**config.mk**
```make
export PLATFORM = sky130hd
export DESIGN_NAME = spp_top
export DESIGN_NICKNAME = d
export VERILOG_FILES = /design/src/inc/spp_pkg.sv /design/src/hdl/spp_top.sv
export VERILOG_INCLUDE_DIRS = /design/src /design/src/inc
export SDC_FILE = /design/constraint.sdc
export NUM_CORES = 2
export LEC_CHECK = 0
export ABC_CLOCK_PERIOD_IN_PS = 5450
export BUFFER_PORTS_ARGS = -buffer_cell sky130_fd_sc_hd__buf_2
export CORE_MARGIN = 5
export CORE_UTILIZATION = 42
export CTS_CLUSTER_SIZE = 28
export DETAILED_ROUTE_END_ITERATION = 8
export GPL_ROUTABILITY_DRIVEN = 1
export PLACE_DENSITY = 0.57
export SLEW_MARGIN = 20
export SYNTH_ARGS = -nofsm -noshare
export SYNTH_HDL_FRONTEND = slang
export SYNTH_SLANG_ARGS = --single-unit
```
**constraint.sdc**
```tcl
create_clock -name CLK -period 5.45 [get_ports CLK]
set_input_delay 1.09 -clock CLK [delete_from_list [all_inputs] [get_ports CLK]]
set_output_delay 1.09 -clock CLK [all_outputs]
set_load 0.05 [all_outputs]
```
**src/inc/spp_defs.svh**
```systemverilog
// constants of the sector password protection block
// assumes a single CLK domain; included by spp_top
`ifndef SPP_DEFS_SVH
`define SPP_DEFS_SVH
`define SPP_SECTORS      64
`define SPP_BLK_PER_SEC  32
`define SPP_LAST_BLK     11'h7FF
`define SPP_LAST_BYTE    13'h1FFC
`define SPP_LOCK_POS     0
`define SPP_CODE_POS     1
`define SPP_LINK_POS     3
`define SPP_GUARD_RST    8'h00
`define SPP_PWD_RST      32'h0000_0000
`define SPP_NVWR_CYC     16'h03E8
`endif

```
**src/inc/spp_pkg.sv**
```systemverilog
// types of the sector password protection block
// assumes spp_defs.svh on the include path
package spp_pkg;
  typedef enum logic [2:0] {
    SPP_CMD_READ    = 3'b000,
    SPP_CMD_WRITE   = 3'b001,
    SPP_CMD_PRESENT = 3'b010,
    SPP_CMD_PWD_WR  = 3'b011,
    SPP_CMD_LOCK    = 3'b100
  } spp_cmd_t;
  typedef enum logic [0:0] {
    SPP_ST_IDLE = 1'b0,
    SPP_ST_NVWR = 1'b1
  } spp_st_t;
  typedef struct packed {
    logic        vld;
    spp_cmd_t    cmd;
    logic [10:0] addr;
    logic        opt;
    logic [31:0] data;
  } spp_rf_req_t;
  typedef struct packed {
    logic       done;
    logic       err;
    logic       gbyte_vld;
    logic [7:0] gbyte;
  } spp_rf_rsp_t;
  typedef struct packed {
    logic        vld;
    logic        wr;
    logic        area;
    logic [12:0] addr;
    logic [7:0]  wdata;
  } spp_ser_req_t;
  typedef struct packed {
    spp_st_t          st;
    logic [15:0]      cnt;
    logic [1:0]       pres;
    logic [1:0]       pidx;
    logic [31:0]      pval;
    logic [2:0][31:0] pwd;
    logic [63:0][7:0] guard;
    spp_rf_rsp_t      rsp;
    logic             mem_go;
    logic             mem_we;
    logic [12:0]      mem_addr;
    logic             ser_ack;
    logic [7:0]       ser_rd;
  } spp_state_t;
endpackage

```
**src/hdl/spp_top.sv**
```systemverilog
// sector password protection: guard bytes, passwords, access decisions
// assumes rf and serial request ports come from on-chip logic on CLK
`timescale 1ns/1ns
`include "spp_defs.svh"
module spp_top #(
  parameter logic [15:0] NV_WR_CYC = `SPP_NVWR_CYC
) (
  input  wire logic                  CLK,        // 250 MHz clock
  input  wire logic                  RESET_N,    // async reset, low
  input  wire spp_pkg::spp_rf_req_t  RF_REQ,     // rf command
  output logic                       RF_READY,   // rf command taken
  output spp_pkg::spp_rf_rsp_t       RF_RSP,     // rf answer
  output logic                       MEM_GO,     // start memory op
  output logic                       MEM_WE,     // memory op is write
  output logic [12:0]                MEM_ADDR,   // serial byte address
  input  wire spp_pkg::spp_ser_req_t SER_REQ,    // serial guard access
  output logic                       SER_ACK,    // serial answer
  output logic [7:0]                 SER_RDATA   // serial read byte
);
  import spp_pkg::*;

  spp_state_t s_q;
  spp_state_t s_d;

  // access decision of one guard byte, returns {read, write}
  function automatic logic [1:0] spp_access(input logic [7:0] g,
                                            input logic [1:0] pres);
    logic have;
    have = (g[4:3] != 2'b00) && (g[4:3] == pres);
    spp_access = 2'b11;
    if (g[`SPP_LOCK_POS]) begin
      unique case (g[2:1])
        2'b00: spp_access = {1'b1, have};
        2'b01: spp_access = 2'b11;
        2'b10: spp_access = {have, have};
        2'b11: spp_access = {have, 1'b0};
      endcase
    end
  endfunction

  logic [5:0]  acc_sec;
  logic [5:0]  lock_sec;
  logic [7:0]  acc_g;
  logic [1:0]  acc;
  logic        pidx_ok;
  logic [1:0]  pidx_in;

  // sector of an rf block is its top six bits
  assign acc_sec  = RF_REQ.addr[10:5];
  assign lock_sec = RF_REQ.addr[5:0];
  assign acc_g    = s_q.guard[acc_sec];
  assign acc      = spp_access(acc_g, s_q.pres);
  assign pidx_in  = RF_REQ.addr[1:0];
  assign pidx_ok  = (RF_REQ.addr[10:2] == 9'h000) && (pidx_in != 2'b00);
  assign RF_READY = (s_q.st == SPP_ST_IDLE);

  // next state: rf commands, nv write timer, serial guard access
  always_comb begin
    s_d         = s_q;
    s_d.rsp.done = 1'b0;
    s_d.mem_go  = 1'b0;
    s_d.ser_ack = 1'b0;
    unique case (s_q.st)
      SPP_ST_IDLE: begin
        if (RF_REQ.vld) begin
          s_d.rsp.done      = 1'b1;
          s_d.rsp.err       = 1'b0;
          s_d.rsp.gbyte_vld = 1'b0;
          s_d.rsp.gbyte     = acc_g;
          unique case (RF_REQ.cmd)
            SPP_CMD_READ: begin
              if (acc[1]) begin
                s_d.mem_go   = 1'b1;
                s_d.mem_we   = 1'b0;
                s_d.mem_addr = {RF_REQ.addr, 2'b00};
                s_d.rsp.gbyte_vld = RF_REQ.opt;
              end else begin
                s_d.rsp.err = 1'b1;
              end
            end
            SPP_CMD_WRITE: begin
              if (acc[0]) begin
                s_d.mem_go   = 1'b1;
                s_d.mem_we   = 1'b1;
                s_d.mem_addr = {RF_REQ.addr, 2'b00};
              end else begin
                s_d.rsp.err = 1'b1;
              end
            end
            SPP_CMD_PRESENT: begin
              if (pidx_ok) begin
                // a wrong value drops every right, not only its own
                s_d.pres = (RF_REQ.data == s_q.pwd[pidx_in - 2'd1]) ? pidx_in : 2'b00;
              end else begin
                s_d.rsp.err = 1'b1;
              end
            end
            SPP_CMD_PWD_WR: begin
              if (pidx_ok && (s_q.pres == pidx_in)) begin
                s_d.rsp.done = 1'b0; // answered when the nv cycle ends
                s_d.st   = SPP_ST_NVWR;
                s_d.cnt  = 16'h0000;
                s_d.pidx = pidx_in;
                s_d.pval = RF_REQ.data;
              end else begin
                s_d.rsp.err = 1'b1;
              end
            end
            SPP_CMD_LOCK: begin
              if (s_q.guard[lock_sec][`SPP_LOCK_POS]) begin
                s_d.rsp.err = 1'b1;
              end else begin
                // takes effect on the next cycle's decisions
                s_d.guard[lock_sec] = {3'b000, RF_REQ.data[4:1], 1'b1};
              end
            end
            default: s_d.rsp.err = 1'b1;
          endcase
        end
      end
      SPP_ST_NVWR: begin
        // old password stays in use until the cycle ends
        s_d.cnt = s_q.cnt + 16'h0001;
        if (s_q.cnt == NV_WR_CYC - 16'h0001) begin
          s_d.pwd[s_q.pidx - 2'd1] = s_q.pval;
          s_d.st       = SPP_ST_IDLE;
          s_d.rsp.done = 1'b1;
          s_d.rsp.err  = 1'b0;
          s_d.rsp.gbyte_vld = 1'b0;
        end
      end
    endcase
    // serial side wins a same-cycle clash, it is the owner's path
    if (SER_REQ.vld) begin
      s_d.ser_ack = 1'b1;
      s_d.ser_rd  = 8'h00;
      if (SER_REQ.area && (SER_REQ.addr[12:6] == 7'h00)) begin
        if (SER_REQ.wr) begin
          s_d.guard[SER_REQ.addr[5:0]] = {3'b000, SER_REQ.wdata[4:0]};
        end else begin
          s_d.ser_rd = s_q.guard[SER_REQ.addr[5:0]];
        end
      end
    end
  end

  // state register; guard and password reset to delivery values
  always_ff @(posedge CLK or negedge RESET_N) begin
    if (!RESET_N) begin
      s_q       <= '0;
      s_q.st    <= SPP_ST_IDLE;
      s_q.guard <= {64{`SPP_GUARD_RST}};
      s_q.pwd   <= {3{`SPP_PWD_RST}};
    end else begin
      s_q <= s_d;
    end
  end

  assign RF_RSP    = s_q.rsp;
  assign MEM_GO    = s_q.mem_go;
  assign MEM_WE    = s_q.mem_we;
  assign MEM_ADDR  = s_q.mem_addr;
  assign SER_ACK   = s_q.ser_ack;
  assign SER_RDATA = s_q.ser_rd;

  logic idle_req;
  logic ser_gw;
  assign idle_req = RF_REQ.vld && RF_READY;
  assign ser_gw   = SER_REQ.vld && SER_REQ.wr && SER_REQ.area && (SER_REQ.addr[12:6] == 7'h00);
endmodule // spp_top

```
Word level (Yosys, flattened, before mapping). Cells that the tools add are included.

Bits in registers: 696. Input port bits: 74. Output and inout port bits: 36. Logic and storage cells: 185.

Add/sub/neg operators: 3. Order comparisons: 8. Eq/ne operators: 17. Multiplexer cells: 54. Bitwise gates (word level): 1. Reductions and logical operators: 21.

Operator list (number): $mux W512 (6); $bwmux W512 (2); $mux W538 (1); $bmux W8 S6 (3); $bwmux W96 (1); $demux W8 S6 (2); $mux W34 (2); $bmux W32 S2 (1); $demux W32 S2 (1); $mux W32 (2); $mux W53 (1); $mux W8 (6); $mux W15 (3); $mux W17 (2); $pmux W17 S2 (1); $eq A32 B32 Y1 (1); $pmux W15 S2 (1); $lt A6 B7 Y1 const B (3); $add A16 B1 Y16 const B (1); $eq A16 B10 Y1 const B (1); $ge A6 B1 Y1 const B (2); $mux W1 (10); $logic_not A9 Y1 (1); $mux W9 (1); other kinds (26) (49).

Logic depth before layout (Yosys ltp).
Depth after elaboration: 14. Mapped depth: 16. Gate-level depth less buffers: 10.

Worst setup path after synthesis. No wires, ideal clock.

Path kind: input -> register. Start point: input RF_REQ[33] (netlist bit). End point: register s_q[677] (netlist bit). Data arrival time: 4294 ps. Setup slack: 1090 ps. Cell stages on the path: 16. Buffers on the path: 6. Path through: buf_2 buf_4 buf_2 clkinv_1 buf_1 ha_1 clkbuf_1 buf_1 mux2i_1 nor2_1 a21oi_1 xnor2_1 nor4_1 nand3_1 nor3_1 a22o_1.

Word-level cells in the longest chain between the ends: 5.

Ends and longest elaborated chain: from (decl) (line spp_top.sv:10) `input wire spp_pkg::spp_rf_req_t RF_REQ,`; $sub A2 B1 Y2 (line spp_top.sv:93) `s_d.pres = (RF_REQ.data == s_q.pwd[pidx_in - 2'd1]) ? pidx_in : 2'b00;`; $bmux W32 S2 (line spp_top.sv:93); $mux W32 (implied by the code) (line spp_top.sv:93); $eq A32 B32 Y1 (line spp_top.sv:93); $mux W2 (line spp_top.sv:93); to (decl) (line spp_top.sv:22) `spp_state_t s_q;`.

Parallel ways exist; a longest one is shown, timed or not. The select of a mux whose other input is x is not followed. A chain may end at the register's enable or synchronous reset.

Final worst setup path.
Start point: input RF_REQ[38] (netlist bit). End point: register s_q (netlist bit MEM_ADDR[12]).

Word-level cells in the longest chain between the ends: 8.

Ends and longest elaborated chain: $bmux W8 S6 (*) (line spp_top.sv:51) `assign acc_g = s_q.guard[acc_sec];`; $mux W8 (implied by the code) (*) (line spp_top.sv:51); $eq A2 B2 Y1 / $reduce_bool A2 Y1 (equally long branches) (line spp_top.sv:29) `have = (g[4:3] != 2'b00) && (g[4:3] == pres);`; $logic_and A1 B1 Y1 (line spp_top.sv:29); $pmux W2 S4 (line spp_top.sv:32) `unique case (g[2:1])`; $mux W2 (*) (line spp_top.sv:31) `` if (g[`SPP_LOCK_POS]) begin ``; $ne A2 B2 Y1 (no source line); $reduce_and A5 Y1 (no source line) (*).

Mark *: on every way between the ends. The rest lies on a longest branch, timed or not. The select of a mux whose other input is x is not followed.

==> qor.yml <==
drt-pass1-iter-count: 8
ys_types: 72
die_x_um: 315.8
rows: 112
swShare_pct: 27.05
post-route-util_pct: 47.45
switchingPower_uw: 3290
ioPinCount: 110
fin_tns_setup_ns: 0
worst_ep_arrival_time_ns: 5.32
fin_cells: 4880
seq_power_share_pct: 43.8
cp_data_required_time_ns: 5.98
cts_tree: "done"
period_needed_ns: 4.786
coreArea_sq_um: 93050
rsz0062_at_grt: "no"
clk_latency_ns: 0.68
p_per_area_nw_per_um2: 275.5
cts.clk_slew.worst_paths_ns: 0.06
root_buffer: "clkbuf_16"
finalClockSkew_ns: 0.06327
clkPwrFrac_pct: 46.1
grt_pass1_wl_um: 209900
post_cts_resized: 0
drt-wirelength-per-cell_um: 29.45
grtUsageTotal_pct: 28.45
die_h_um: 315.8
fin_ws_ns: 0.6639
place_congestion: 1.046
syn_inst: 3514
slew_headroom_pct: 23.69
layout_common_cells: "dfrtp_1, nor2_1, nand2_1"
fin_crit_sh_pct: 87.82
ant_nets: 0
h-tree-depth: 3
ys_seq_area_share_pct: 44.23
grt_max_degree: 113
fin_nets: 3633
synth-async-reset-ratio_pct: 100.0
synth_edf_count: 0
drt-total-wl_um: 143700
hold_buffers: 0
cts_buffer_depth: 3
avgSynthCellArea_sq_um: 11.17
layout-drive-gt1-share_pct: 24.79
hold_class: "flip-flop to flip-flop"
pre_cts_slack_ns: 0.05626
drt-vias-per-instance: 6.297
initial_core_util_pct: 42.20
outcome: "completed"
grt_pass1_vias: 29400
synth_area_sq_um: 39270
irDropWorstVdd_uv: 215.4
critPathMaxFanout: 42
slew_viol_final: 0
power.internal_uw: 8874
yosysWarnings: 0
timing.hold.ws_ns: 0.4719
layout_commonest_cell: "dfrtp_1"
finalSetupViolCount: 0
die-area_sq_um: 99710
crit_path_end_kind: "flip-flop"
route.detailed.drc: 0
worst_setup_path_start_kind: "input pin"
crit_type: "input pin to flip-flop"
maxCapViolCount: 0
p_comb_share_pct: 10.1
max_freq_mhz: 208.9
yosys_register_bits: 694
grt_antenna_before_repair: 5
dp_cells: 4729
overflow: 0
portBuffers: 104
p_leak_uw: 0.01996
cts_setup_buffers: 0
tightest_slew_ns: 1.136
numCtsBuffers: 80
synth_top_flop_cell: "dfrtp_1"
n_fill_cell: 8575
hold_viol_final: 0
drt-initial-drc-count: 4135
areaGrowthSynthToFinish_pct: 12.43
cts.sink_count: 694
dp_hpwl_um: 99410
num_vias: 30730
[routing by layer]
layer | routed length [um] | part of all wire [%] | global-route usage, %
met2 | 61200 | 43 | 40.60
met3 | 16390 | 11 | 9.314
met5 | 24 | 0.017 | 0
met1 | 58800 | 41 | 40.00
met4 | 7283 | 5.1 | 12.13
[sequential cells by signal, indices dropped and copies added (netlist names)]
register and count:
MEM_GO 1, s_q 661, SER_RDATA 8, RF_RSP 11
SER_ACK 1, MEM_ADDR 11, MEM_WE 1
[area by class of cell]
class / count / area (sq um) / share of cell area, %
repair buffers: 259 / 1873 / 4.243
clock inverters: 28 / 337.8 / 0.7652
diodes: 3 / 7.507 / 0.01700
well taps: 1254 / 1569 / 3.554
clock buffers: 120 / 2392 / 5.419
inverters: 34 / 127.6 / 0.2891
flip-flops and latches: 694 / 17370 / 39.34
multi-input cells: 2488 / 20470 / 46.38
[worst paths after layout]
kind,endpoint,from,slack (ns),cells after the start
worst max-delay path,MEM_ADDR[12],RF_REQ[38],0.66,11
worst min-delay path,RF_RSP[5],RF_RSP[5],0.47,2
worst max register to register,MEM_ADDR[12],s_q[92],1.54,8
worst min register to register,RF_RSP[5],RF_RSP[5],0.47,2
max in group asynchronous,s_q[245],RESET_N,3.54,3
min in group asynchronous,s_q[474],RESET_N,0.53,1
[power by group through the flow]
stage	registers, uW	clock network, uW	logic (uW)
after global routing	5330	5890	1290
final	5330	5610	1230
after global placement	5410	0	1200
after CTS	5320	5680	1210
after detailed placement	5420	0	1210
after floorplan	5390	0	737
[per-stage QoR]
stage          power, uW  instance area, sq um
2_1_floorplan       6126                 39270
3_3_place_gp        6617                 41380
3_5_place_dp        6627                 41400
4_1_cts            12220                 44130
5_1_grt            12510                 44140
6_report           12160                 44150
[worst max-delay path, stage by stage]
cell       delay, ns
buf_8           0.36
buf_12          0.25
buf_4           0.36
mux4_2          0.56
mux2i_1         0.27
mux4_2          0.30
a2bb2oi_1       0.47
buf_4           0.22
a31oi_2         0.13
o31ai_4         0.84
mux2_2          0.42
[Yosys cell counts, drive strengths merged (9+ instances only)]
cell,count,area share [%]
buf,130,1.9
nand2b,11,0.18
mux2,178,5.2
mux4,256,15
nor2b,14,0.22
and3,189,3.0
clkbuf,169,1.6
nor4,12,0.19
inv,30,0.29
nand4,10,0.16
nand2,351,3.4
xnor2,34,0.76
nor2,361,3.5
nand3,39,0.50
dfrtp,694,44
mux2i,329,8.4
o22ai,15,0.24
o221ai,11,0.25
a211oi,9,0.17
a221oi,17,0.38
a31oi,27,0.45
o22a,9,0.20
o21ai,139,1.8
nor3,82,2.3
a21oi,252,3.2
a22oi,43,0.82
a22o,11,0.25
[cell families after synthesis]
logic type | Yosys count | share of synthesized area [%]
and+or+nand+nor | 1110 | 14.15
muxes | 763 | 28.26
DFF | 694 | 44.23
AOI/OAI and AO/OA | 573 | 8.587
buffers and inverters | 333 | 3.849
xor gates and xnor gates | 38 | 0.8476
adders and majority gates | 2 | 0.06372
other | 1 | 0.009550
(Power assumes the default switching activity.)
